## src/common/ubt_pkg.sv

```systemverilog
/*
 Shared constants and types for the baud timing and configuration block.
 Assumes a single clock domain and a simple strobe-based register port.
*/
package ubt_pkg;

	// Register byte offsets
	localparam logic [7:0] UBT_BRGR_OFS = 8'h00;
	localparam logic [7:0] UBT_RTOR_OFS = 8'h04;
	localparam logic [7:0] UBT_TTGR_OFS = 8'h08;
	localparam logic [7:0] UBT_FIDI_OFS = 8'h0C;
	localparam logic [7:0] UBT_NER_OFS = 8'h10;
	localparam logic [7:0] UBT_IF_OFS = 8'h14;
	localparam logic [7:0] UBT_MODE_OFS = 8'h18;
	localparam logic [7:0] UBT_STAT_OFS = 8'h1C;
	localparam logic [7:0] UBT_CMD_OFS = 8'h20;

	// Field positions
	localparam int UBT_FP_LSB = 16;
	localparam int UBT_FP_MSB = 18;
	localparam int UBT_MODE_SYNC_BIT = 0;
	localparam int UBT_MODE_OVER_BIT = 1;
	localparam int UBT_MODE_ISO_BIT = 2;
	localparam int UBT_STAT_TO_BIT = 0;
	localparam int UBT_STAT_GUARD_BIT = 1;
	localparam int UBT_CMD_STTO_BIT = 0;

	// Reset values
	localparam logic [10:0] UBT_RATIO_RST = 11'h174;

	// Oversampling divisors
	localparam logic [10:0] UBT_DIV_ASYNC = 11'h010;
	localparam logic [10:0] UBT_DIV_OVER = 11'h008;
	localparam logic [10:0] UBT_DIV_SYNC = 11'h001;

	typedef enum logic [2:0] {
		UBT_TO_IDLE = 3'b001,
		UBT_TO_RUN = 3'b010,
		UBT_TO_DONE = 3'b100
	} ubt_to_e;

	typedef struct packed {
		logic [7:0] addr;
		logic [31:0] wdata;
		logic wr;
		logic rd;
	} ubt_bus_s;

	typedef struct packed {
		logic [15:0] integer_divider;
		logic [2:0] fraction_eighths;
		logic sync_mode;
		logic over_mode;
		logic iso_mode;
		logic [15:0] timeout_bit_count;
		logic [7:0] guard_bit_count;
		logic [10:0] smartcard_rate_ratio;
		logic [7:0] error_total;
		logic [7:0] ir_filter;
		logic [15:0] div_cnt;
		logic [2:0] frac_acc;
		logic frac_ext;
		logic [10:0] sub_cnt;
		logic sample_tick;
		logic bit_tick;
		ubt_to_e to_st;
		logic [15:0] to_cnt;
		logic timeout_flag;
		logic [7:0] tg_cnt;
		logic [7:0] ir_cnt;
		logic ir_out;
		logic [31:0] rdata;
	} ubt_state_s;

endpackage

```

## src/verilog/ubt_core.sv

```systemverilog
/*
 Baud divider, receiver time-out, transmit timeguard, smart-card error
 counter and infrared pulse filter of a serial transceiver.
 Assumes all inputs synchronous to clk; the selected clock is clk itself.
*/
`timescale 1ns/1ps

// Function
// - Divider zero stops baud clock entirely
// - Baud is clock over 16, 8 or 1 times divider
// - Smart-card baud is clock over divider over ratio
// - Zero fraction disables fractional divider
// - Fraction adds eighths to divider in asynchronous mode only
// - Zero time-out value disables time-out
// - Time-out lasts value times bit period
// - Zero timeguard adds no idle delay
// - Timeguard holds line idle value bit periods
// - Smart-card ratio zero yields no clock
// - Smart-card baud is serial clock over ratio
// - Count every smart-card transfer error; the count holds at 255
// - Reading error count clears it
// - Filter value configures infrared demodulator filter
// - Time-out flag sets after start command elapses
module ubt_core
	import ubt_pkg::*;
(
	input wire logic clk,
	input wire logic arst_n,
	input wire ubt_bus_s bus,
	output logic [31:0] rdata,
	input wire logic tx_char_done,
	input wire logic sc_error,
	input wire logic ir_rx_in,
	output logic sck_tick,
	output logic bit_tick,
	output logic guard_active,
	output logic timeout_flag,
	output logic ir_rx_filt
);

	ubt_state_s s;
	ubt_state_s next_s;

	function automatic logic hit(input ubt_bus_s b, input logic [7:0] ofs);
		hit = (b.addr == ofs);
	endfunction

	function automatic logic [15:0] dec_sat(input logic [15:0] v);
		dec_sat = (v == 16'h0000) ? 16'h0000 : v - 16'h0001;
	endfunction

	logic start_cmd;
	logic ner_read;
	logic samp;
	logic [2:0] frac_eff;
	logic [3:0] frac_sum;
	logic [10:0] sub_len;

	always_comb begin
		next_s = s;
		next_s.rdata = 32'h0000_0000;
		start_cmd = bus.wr && hit(bus, UBT_CMD_OFS) && bus.wdata[UBT_CMD_STTO_BIT];
		ner_read = bus.rd && hit(bus, UBT_NER_OFS);
		samp = 1'b0;
		frac_sum = 4'h0;

		// Register writes
		if (bus.wr) begin
			case (bus.addr)
				UBT_BRGR_OFS: begin
					next_s.integer_divider = bus.wdata[15:0];
					next_s.fraction_eighths = bus.wdata[UBT_FP_MSB:UBT_FP_LSB];
				end
				UBT_RTOR_OFS: next_s.timeout_bit_count = bus.wdata[15:0];
				UBT_TTGR_OFS: next_s.guard_bit_count = bus.wdata[7:0];
				UBT_FIDI_OFS: next_s.smartcard_rate_ratio = bus.wdata[10:0];
				UBT_IF_OFS: next_s.ir_filter = bus.wdata[7:0];
				UBT_MODE_OFS: begin
					next_s.sync_mode = bus.wdata[UBT_MODE_SYNC_BIT];
					next_s.over_mode = bus.wdata[UBT_MODE_OVER_BIT];
					next_s.iso_mode = bus.wdata[UBT_MODE_ISO_BIT];
				end
				default: ;
			endcase
		end

		// Register reads, answered the next cycle
		if (bus.rd) begin
			case (bus.addr)
				UBT_BRGR_OFS: begin
					next_s.rdata[15:0] = s.integer_divider;
					next_s.rdata[UBT_FP_MSB:UBT_FP_LSB] = s.fraction_eighths;
				end
				UBT_RTOR_OFS: next_s.rdata[15:0] = s.timeout_bit_count;
				UBT_TTGR_OFS: next_s.rdata[7:0] = s.guard_bit_count;
				UBT_FIDI_OFS: next_s.rdata[10:0] = s.smartcard_rate_ratio;
				UBT_NER_OFS: next_s.rdata[7:0] = s.error_total;
				UBT_IF_OFS: next_s.rdata[7:0] = s.ir_filter;
				UBT_MODE_OFS: begin
					next_s.rdata[UBT_MODE_SYNC_BIT] = s.sync_mode;
					next_s.rdata[UBT_MODE_OVER_BIT] = s.over_mode;
					next_s.rdata[UBT_MODE_ISO_BIT] = s.iso_mode;
				end
				UBT_STAT_OFS: begin
					next_s.rdata[UBT_STAT_TO_BIT] = s.timeout_flag;
					next_s.rdata[UBT_STAT_GUARD_BIT] = (s.tg_cnt != 8'h00);
				end
				default: ;
			endcase
		end

		// Fraction only applies to asynchronous framing
		frac_eff = (s.sync_mode || s.iso_mode) ? 3'h0 : s.fraction_eighths;

		// Divider stage: one sample tick per divider + fraction/8 clocks
		// Ratio zero in smart-card mode silences the serial clock too
		if (s.integer_divider == 16'h0000 ||
			(s.iso_mode && s.smartcard_rate_ratio == 11'h000)) begin
			next_s.div_cnt = 16'h0000;
			next_s.frac_ext = 1'b0;
			next_s.sub_cnt = 11'h000;
		end else if (s.frac_ext) begin
			next_s.frac_ext = 1'b0;
			next_s.div_cnt = 16'h0000;
			samp = 1'b1;
		end else if (s.div_cnt >= s.integer_divider - 16'h0001) begin
			next_s.div_cnt = 16'h0000;
			frac_sum = {1'b0, s.frac_acc} + {1'b0, frac_eff};
			next_s.frac_acc = frac_sum[2:0];
			// Carry stretches this period by one clock
			if (frac_sum[3]) begin
				next_s.frac_ext = 1'b1;
			end else begin
				samp = 1'b1;
			end
		end else begin
			next_s.div_cnt = s.div_cnt + 16'h0001;
		end

		// Bit stage: sample ticks per bit
		if (s.iso_mode) begin
			sub_len = s.smartcard_rate_ratio;
		end else if (s.sync_mode) begin
			sub_len = UBT_DIV_SYNC;
		end else if (s.over_mode) begin
			sub_len = UBT_DIV_OVER;
		end else begin
			sub_len = UBT_DIV_ASYNC;
		end

		next_s.sample_tick = samp;
		next_s.bit_tick = 1'b0;
		if (sub_len == 11'h000) begin
			next_s.sub_cnt = 11'h000;
		end else if (samp) begin
			if (s.sub_cnt >= sub_len - 11'h001) begin
				next_s.sub_cnt = 11'h000;
				next_s.bit_tick = 1'b1;
			end else begin
				next_s.sub_cnt = s.sub_cnt + 11'h001;
			end
		end

		// Time-out: restart first, so an expiry in the same cycle wins
		if (start_cmd) begin
			next_s.timeout_flag = 1'b0;
			next_s.to_cnt = s.timeout_bit_count;
			next_s.to_st = UBT_TO_RUN;
		end
		case (s.to_st)
			UBT_TO_IDLE: ;
			UBT_TO_RUN: begin
				if (s.bit_tick) begin
					if (s.to_cnt <= 16'h0001) begin
						next_s.to_st = UBT_TO_DONE;
						next_s.timeout_flag = 1'b1;
					end else begin
						next_s.to_cnt = dec_sat(s.to_cnt);
					end
				end
			end
			UBT_TO_DONE: ;
			default: next_s.to_st = UBT_TO_IDLE;
		endcase
		if (s.timeout_bit_count == 16'h0000) begin
			next_s.to_st = UBT_TO_IDLE;
			next_s.timeout_flag = 1'b0;
		end

		// Timeguard after each transmitted character
		if (tx_char_done) begin
			next_s.tg_cnt = s.guard_bit_count;
		end else if (s.bit_tick) begin
			next_s.tg_cnt = (s.tg_cnt == 8'h00) ? 8'h00 : s.tg_cnt - 8'h01;
		end

		// Error counter; a new error in the read cycle is kept
		if (ner_read) begin
			next_s.error_total = 8'h00;
		end
		if (sc_error && s.iso_mode) begin
			if (ner_read) begin
				next_s.error_total = 8'h01;
			end else if (s.error_total != 8'hFF) begin
				next_s.error_total = s.error_total + 8'h01;
			end
		end

		// Infrared filter: input must differ for filter+1 clocks
		if (ir_rx_in == s.ir_out) begin
			next_s.ir_cnt = 8'h00;
		end else if (s.ir_cnt >= s.ir_filter) begin
			next_s.ir_out = ir_rx_in;
			next_s.ir_cnt = 8'h00;
		end else begin
			next_s.ir_cnt = s.ir_cnt + 8'h01;
		end
	end

	always_ff @(posedge clk or negedge arst_n) begin
		if (!arst_n) begin
			s <= '0;
			s.smartcard_rate_ratio <= UBT_RATIO_RST;
			s.to_st <= UBT_TO_IDLE;
		end else begin
			s <= next_s;
		end
	end

	assign rdata = s.rdata;
	assign sck_tick = s.sample_tick;
	assign bit_tick = s.bit_tick;
	assign guard_active = (s.tg_cnt != 8'h00);
	assign timeout_flag = s.timeout_flag;
	assign ir_rx_filt = s.ir_out;

endmodule

```

## config.mk

```make
export PLATFORM = sky130hd
export DESIGN_NAME = ubt_core
export DESIGN_NICKNAME = d
export VERILOG_FILES = /design/src/common/ubt_pkg.sv /design/src/verilog/ubt_core.sv
export SDC_FILE = /design/constraint.sdc
export NUM_CORES = 1
export LEC_CHECK = 0
export BUFFER_PORTS_ARGS = -buffer_cell sky130_fd_sc_hd__buf_2
export CORE_MARGIN = 1
export CORE_UTILIZATION = 50
export DETAILED_ROUTE_END_ITERATION = 8
export PLACE_DENSITY = 0.79
export SLEW_MARGIN = 40
export SYNTH_ARGS = -nofsm -noshare
export SYNTH_HDL_FRONTEND = slang
export SYNTH_SLANG_ARGS = --single-unit
export TNS_END_PERCENT = 5
```

## constraint.sdc

```tcl
create_clock -name clk -period 9.5 [get_ports clk]
set_input_delay 1.9 -clock clk [delete_from_list [all_inputs] [get_ports clk]]
set_output_delay 1.9 -clock clk [all_outputs]
set_load 0.005 [all_outputs]
```

* After elaboration in Yosys (flattened, before gate mapping)
Cells that the tools add are included.
** Word-level totals
- Input bits :: 47
- Word-level logic and storage cells :: 126
- Register bits :: 162
** Cells by class
- Reductions and logical operators :: 26
- Muxes and demuxes :: 48
- Eq/ne operators :: 13
- $add $sub $neg :: 9
- Order comparisons :: 4
- Bitwise operators :: 3
** Operators with widths (number)
- 2-to-1 mux 16 bit :: 5
- 2-to-1 mux 8 bit :: 9
- 2-to-1 mux 11 bit :: 5
- logical NOT 16 bit :: 3
- 2-to-1 mux 20 bit :: 2
- equality test 8 x 5 -> 1 bit, second input constant :: 4
- subtractor 16 x 1 -> 16 bit, second input constant :: 2
- one-hot mux 5 bit (6 select lines) :: 1
- logical NOT 11 bit :: 2
- 2-to-1 mux 19 bit :: 1
- 2-to-1 mux 17 bit :: 1
- adder 16 x 1 -> 16 bit, second input constant :: 1
- adder 8 x 1 -> 8 bit, second input constant :: 2
- equality test 8 x 4 -> 1 bit, second input constant :: 2
- greater-or-equal comparator 16 bit :: 1
- less-or-equal comparator 16 x 1 -> 1 bit, second input constant :: 1
- logical NOT 8 bit :: 2
- one-hot mux 2 bit (8 select lines) :: 1
- AND reduction 2 bit :: 7
- 2-to-1 mux 1 bit :: 13
- 2-to-1 mux 3 bit :: 4
- adder 11 x 1 -> 11 bit, second input constant :: 1
- greater-or-equal comparator 11 bit :: 1
- subtractor 11 x 1 -> 11 bit, second input constant :: 1
- 23 further kinds :: 31

* Logic depth before layout (Yosys ltp)
Gate-level depths: netlist of run 1.
- Depth in word-level cells :: 9
- Mapped depth :: 17
- Gate-level depth less buffers :: 15

* Least setup slack after synthesis of run 1
OpenSTA, ideal clock, no wires.
- Kind :: register -> register
- From :: register s[153] in the netlist's numbering
- To :: register s[74] in the netlist's numbering
- Setup time :: 0.095 ns
- Arrival time :: 3.939 ns
- Slack :: 5.465 ns
- Path buffers :: 2
- Data required time :: 9.405 ns
- Cell stages (with the launch flop) :: 18
- Clock period less this slack :: 4.035 ns
- Path through :: dfrtp_1 > clkbuf_1 > mux2i_1 > ha_1 > nor4bb_1 > a31oi_1 > nor3_1 > o21a_1 > a31oi_1 > ha_1 > a21oi_1 > nor2_1 > a211oi_1 > o31a_1 > nand2_1 > or2_2 > buf_2 > o31ai_1
** On the way
- Longest elaborated chain between the ends :: 9
** Ends and longest elaborated chain
- start: declaration :: line ubt_core.sv:41 : ubt_state_s s;
- start signal: assignment :: line ubt_core.sv:226 : s <= next_s;
- parallel branches: the longest is 9 deep, another holds subtractor 11 x 1 -> 11 bit
Several ways; the timed one is not identified.
A chain may end at the register's enable or synchronous reset.

* Final worst setup path of run 1
- From :: register s[153] in the netlist's numbering
- To :: register s[75] in the netlist's numbering
The elaborated chain is that of the path after synthesis.

==> impl_metrics.json, run 1 <==
{
  "status": "finished, violations left",
  "violations": "DRC",
  "min_period_ps": 4650,
  "path_cells": "mux2i_1, ha_1, nor4bb_1, a31oi_1, nor3_2, nand2_1, a31oi_1, ha_1, a21oi_1, nor2_1, a211oi_1, o31a_1, nand2_1, or2_2, o31ai_1",
  "final_layout_size_suffix_gt1_share_pct": 19.0,
  "setup_viol_count_final": 0,
  "drtIter0Drc": 649,
  "drt_wl_total_um": 21300,
  "setup_tns_ps": 0,
  "switching_share_pct": 26.6,
  "power_density_nw_per_um2": 168,
  "grt_pass1_wl_um": 34700,
  "synth_area_um2": 9270,
  "grt_max_degree": 88,
  "required_ps": 9820,
  "gp_congestion": 0.882,
  "cts_tree": "built",
  "postCtsHoldBufs": 0,
  "final_area_um2": 10200,
  "p_seq_share_pct": 44.2,
  "grt_util_met1_pct": 30.9,
  "intPower_w": 0.00125,
  "hold_class": "flip-flop to flip-flop",
  "placed_area_um2": 9550,
  "clock_skew_ps": 10.8,
  "area_delta_synth_final_pct": 9.71,
  "combPwrFrac_pct": 14.2,
  "p_clk_share_pct": 41.6,
  "p_total_w": 0.00171,
  "cts-resized-gates": 0,
  "netlist-cell-type-count": 71,
  "crit_arrival_ps": 4970,
  "cp-end-kind": "flip-flop",
  "fin_crit_sh_pct": 49.0,
  "pin_count": 84,
  "via_count": 7035,
  "place.port_buffers": 57,
  "vias_per_cell": 5.85,
  "hold_viol_final": 0,
  "htreeDepth": 4,
  "n_fill_cell": 1537,
  "grt_busiest_layer": "met2",
  "cts_buffer_depth": 2,
  "fin_nets": 1055,
  "die_area_um2": 19100,
  "p_leak_nw": 4.80,
  "async_flop_share_pct": 100,
  "start_kind": "flip-flop",
  "postLayoutSetupSlackWorst_ps": 4850,
  "maxCapViolCount": 0,
  "clock_latency_ps": 430,
  "die_h_um": 138,
  "drv_slew": 0,
  "syn_avg_cell_area_um2": 10.0,
  "synth_ff_type": "dfrtp_1",
  "yosysMostFrequentCell": "dfrtp_1",
  "clkTransAtPathRegs_ps": 60,
  "rsz0062_at_grt": "false",
  "path_buf_inv": 0,
  "netSwitchingPower_w": 0.000456,
  "wl_per_cell_um": 17.7,
  "max_stage_delay_ps": 770,
  "synth_common_cells": "dfrtp_1, nand2_1, nor2_1",
  "hold_ws_ps": 501,
  "overflow": 0,
  "met2_usage_pct": 36.8,
  "synth_top_area_share_pct": 42.1,
  "core_um2": 18100,
  "worst-path-max-fanout": 21,
  "critPathSlowestCell": "dfrtp_1",
  "dieWidth_um": 138,
  "ys_top_cells_by_area": "dfrtp_1, mux2_2, ha_1, nand2_1, nor2_1",
  "antenna_found_initial": 1,
  "max-slew-margin-rel_pct": 50.1,
  "drc": 20,
  "synth_edf_count": 0,
  "worstMarginPinSlew_ps": 742,
  "path_delay_family": "simple AND/OR/NAND/NOR gates",
  "yosysSeqAreaShare_pct": 43.8,
  "yosys.area.top_type": "dfrtp_1",
  "ir_worst_vdd_mv": 0.124,
  "fmax_mhz": 215,
  "setup.worst_path.class": "flip-flop to flip-flop",
  "grt_usage_pct": 23.0,
  "cts_buffers": 17,
  "met3_usage_pct": 5.13,
  "fp-row-count": 49,
  "post-cts-setup-buffers": 0,
  "cts_root_buffer": "clkbuf_16",
  "synth-seq-cells": 162,
  "start_util_pct": 51.2,
  "dr.pass1.iters": 8,
  "grt_pass1_vias": 6760,
  "yosysWarnings": 0,
  "dpl_worst_slack_ps": 4680,
  "ant_nets": 0,
  "syn_inst": 927,
  "numClockSinks": 162,
  "dpl.hpwl_um": 15100
}
## kinds of logic after synthesis
logic type / after synthesis / synth area share, %
AOI/OAI and AO/OA: 159 / 11.5
other: 1 / 0.0405
and+or+nand+nor: 332 / 17.8
muxes: 86 / 10.3
adders and majority gates: 49 / 6.70
xor gates and xnor gates: 47 / 4.44
buffers and inverters: 91 / 5.32
DFF: 162 / 43.8
## stage by stage
stage	util, %	std cells
after global placement	52.7	1169
after global routing	56.2	1202
after floorplan	-	939
after detailed placement	52.8	1169
final	56.2	1202
after CTS	56.1	1201
## worst register-to-register path, stage by stage, from the launching register on
cell and delay (ps):
dfrtp_1 770, mux2i_1 370, ha_1 260, nor4bb_1 310, a31oi_1 120, nor3_2 510
nand2_1 100, a31oi_1 240, ha_1 290, a21oi_1 160, nor2_1 60, a211oi_1 210
o31a_1 330, nand2_1 170, or2_2 390, o31ai_1 260
## power by group through the flow
stage,Sequential [W],Clock (W),Combinational (W)
final,0.000756,0.000711,0.000242
after global routing,0.000760,0.000750,0.000272
after CTS,0.000755,0.000719,0.000243
after detailed placement,0.000768,0,0.000237
after global placement,0.000766,0,0.000230
after floorplan,0.000755,0,0.000173
## sequential cells by signal, summed over array words and instances, names as in the netlist
name          count
s               139
rdata            19
bit_tick          1
sck_tick          1
timeout_flag      1
ir_rx_filt        1
## layout make-up
cell class	instances	area [µm²]	area share (%)
Antenna cell	1	2.50	0.0246
Clock buffer	25	485	4.77
Clock inverter	7	123	1.21
Inverter	32	120	1.18
Multi-Input combinational cell	686	4770	46.9
Sequential cell	162	4060	39.9
Tap cell	229	287	2.82
Timing Repair Buffer	60	320	3.15
## per-layer routing
layer | part of all wire [%] | wire [µm]
met5 | 0 | 0
met4 | 2.1 | 449
met3 | 6.4 | 1350
met2 | 48 | 10100
met1 | 44 | 9370
## final timing paths
path	from	end	slack, ps	cells after the start
max	s[153]	s[75]	4850	15
min	s[85]	s[85]	500	2
max reg2reg	s[153]	s[75]	4850	15
min reg2reg	s[85]	s[85]	500	2
max in group asynchronous	arst_n	s[74]	6900	2
min in group asynchronous	arst_n	s[100]	1510	1
## cells in the final DEF (no fill, tap or decap), types with 4 or more instances in the layout
cell / count
dfrtp_1: 156
nand2_1: 88
nor2_1: 83
mux2_2: 74
buf_2: 56
ha_1: 48
o21ai_0: 36
inv_1: 32
a21oi_1: 32
nand3_1: 31
nor3_1: 25
xnor2_1: 24
xor2_1: 23
nor2b_1: 17
clkbuf_16: 17
and3_1: 16
conb_1: 13
nor4_1: 12
a22oi_1: 12
mux2i_1: 11
and2_1: 9
or3_1: 8
a221o_1: 8
a21o_1: 7
a22o_1: 6
a222oi_1: 6
a31oi_1: 6
o21ai_1: 6
dfstp_2: 6
nor3b_1: 5
a21boi_0: 5
o21a_1: 5
nand4_1: 5
nand2b_1: 5
a211oi_1: 5
o31ai_1: 5
clkbuf_1: 5
or2_2: 4
clkbuf_8: 4
Note: power is estimated with default switching activity, not from simulation.
==> inputs of run 2 (changes only) <==
- clock period: 9.5 -> 4.4 ns (I/O delays scaled with it)
==> run 2 against run 1 <==
The flow still finishes with violations (DRC). Final area grew 1.0%. Sequential share of layout area shrank 0.40 points. Critical endpoint is now s[80]. Clock-buffer cell count shrank 7. Via count grew 1.8%. Sequential power grew 120%. Setup slack lost 4400 ps. Critical path type unchanged.
==> impl_metrics.json, run 2 (synthesis gave the netlist of run 1 again) <==
{
  "fp-row-count": 49,
  "core_um2": 18100,
  "path_delay_family": "simple AND/OR/NAND/NOR gates",
  "die_area_um2": 19100,
  "numClockSinks": 162,
  "grt_usage_pct": 23.5,
  "fin_nets": 1061,
  "fin_crit_sh_pct": 89.6,
  "max-slew-margin-rel_pct": 52.5,
  "crit_start": "s[161]",
  "placed_area_um2": 9590,
  "antenna_found_initial": 1,
  "regToRegStartpoint": "s[161]",
  "dieWidth_um": 138,
  "cts_buffer_depth": 2,
  "area_delta_synth_final_pct": 10.8,
  "grt_pass1_vias": 6898,
  "setup_tns_ps": 0,
  "largest_register_ffs": 139,
  "setup_viol_count_final": 0,
  "max_stage_delay_ps": 570,
  "fmax_mhz": 254,
  "cts_tree": "built",
  "setup.worst_path.class": "flip-flop to flip-flop",
  "drv_slew": 0,
  "regMostFlops": "s",
  "final_area_um2": 10300,
  "post-cts-setup-buffers": 0,
  "worstMarginPinSlew_ps": 712,
  "grt_util_met1_pct": 31.6,
  "grt_max_degree": 112,
  "reg2reg_depth": 12,
  "cts-resized-gates": 0,
  "gp_congestion": 0.913,
  "maxCapViolCount": 0,
  "final_layout_size_suffix_gt1_share_pct": 19.9,
  "drc": 20,
  "overflow": 0,
  "dpl.hpwl_um": 15400,
  "pin_count": 84,
  "postCtsHoldBufs": 0,
  "crit_cells": 12,
  "start_kind": "flip-flop",
  "min_period_ps": 3940,
  "cp-end-kind": "flip-flop",
  "cts_root_buffer": "clkbuf_16",
  "ant_nets": 0,
  "start_util_pct": 51.2,
  "r2r-end": "s[80]",
  "clock_latency_ps": 430,
  "violations": "DRC",
  "clock_skew_ps": 10.1,
  "r2r_slack_ps": 460,
  "critPathSlowestCell": "a21oi_1",
  "worst-path-max-fanout": 9,
  "met3_usage_pct": 5.23,
  "required_ps": 4710,
  "via_count": 7163,
  "cts_buffers": 17,
  "grt_pass1_wl_um": 35300,
  "power_density_nw_per_um2": 368,
  "die_h_um": 138,
  "status": "finished, violations left",
  "final_cell_mix": "dfrtp_1, nand2_1, nor2_1",
  "vias_per_cell": 5.93,
  "path_cells": "nor3_1, nor3b_1, nand2_1, nor4_1, xnor2_1, ha_1, a21oi_1, o21ai_0, a211o_1, a21oi_1, or2_2, o21ai_0",
  "critPathCapture": "s[80]",
  "layout_commonest_cell": "dfrtp_1",
  "met2_usage_pct": 37.1,
  "hold_viol_final": 0,
  "hold_ws_ps": 371,
  "drtIter0Drc": 654,
  "wl_per_cell_um": 17.8,
  "p_leak_nw": 4.86,
  "htreeDepth": 4,
  "dr.pass1.iters": 8,
  "ir_worst_vdd_mv": 0.275,
  "path_buf_inv": 0,
  "drt_wl_total_um": 21500,
  "hold_class": "input pin to async pin",
  "clkTransAtPathRegs_ps": 60,
  "place.port_buffers": 57,
  "crit_arrival_ps": 4250,
  "rsz0062_at_grt": "false",
  "grt_busiest_layer": "met2"
}
## run 2: cell types whose count changed in the layout (fill, tap and decap cells not counted), sizes merged
cell	before	now
inv	33	37
clkinv	1	3
buf	59	66
bufinv	3	4
clkbuf	26	18
## run 2: area by class of cell
| type | count | area [µm²] |
|---|---|---|
| Clock buffer | 18 | 439 |
| Sequential cell | 162 | 4060 |
| Timing Repair Buffer | 66 | 395 |
| Fill cell | 1522 | 7820 |
| Antenna cell | 1 | 2.50 |
| Clock inverter | 14 | 200 |
| Inverter | 32 | 120 |
| Tap cell | 229 | 287 |
| Multi-Input combinational cell | 686 | 4770 |
## run 2: metrics by stage
| stage | worst slack [ps] | instances | util (%) | total power, W |
|---|---|---|---|---|
| CTS | 476 | 1206 | 56.6 | 0.00379 |
| global placement | 655 | 1174 | 53.0 | 0.00216 |
| floorplan | 365 | 939 | - | 0.00200 |
| global route | 54.2 | 1208 | 56.8 | 0.00393 |
| finish | 459 | 1208 | 56.8 | 0.00378 |
| detailed placement | 531 | 1174 | 53.0 | 0.00218 |
## run 2: worst min-delay path by stage
stage / endpoint / cells after the start / slack (ps)
3_3_place_gp: s[85] / 2 / 470
4_1_cts: s[33] / 1 / 500
5_1_grt: s[88] / 1 / 400
6_report: s[94] / 1 / 370
2_1_floorplan: s[85] / 2 / 460
3_5_place_dp: s[33] / 1 / 490
## run 2: worst register-to-register path, cell delays in order (launching register included)
cell and delay (ps):
dfrtp_1 440, nor3_1 350, nor3b_1 490, nand2_1 150, nor4_1 280, xnor2_1 180
ha_1 270, a21oi_1 140, o21ai_0 120, a211o_1 400, a21oi_1 570, or2_2 330
o21ai_0 110
## run 2: metal layers
layer	vias to the layer above	wire [µm]
li1	3345	-
met1	3499	9450
met2	280	10100
met3	39	1380
met4	0	563
met5	-	0
## run 2: power by group
group / switching (W) / internal, W
logic: 0.000312 / 0.000219
clock network: 0.000642 / 0.000975
registers: 0.0000796 / 0.00155
total: 0.00103 / 0.00275
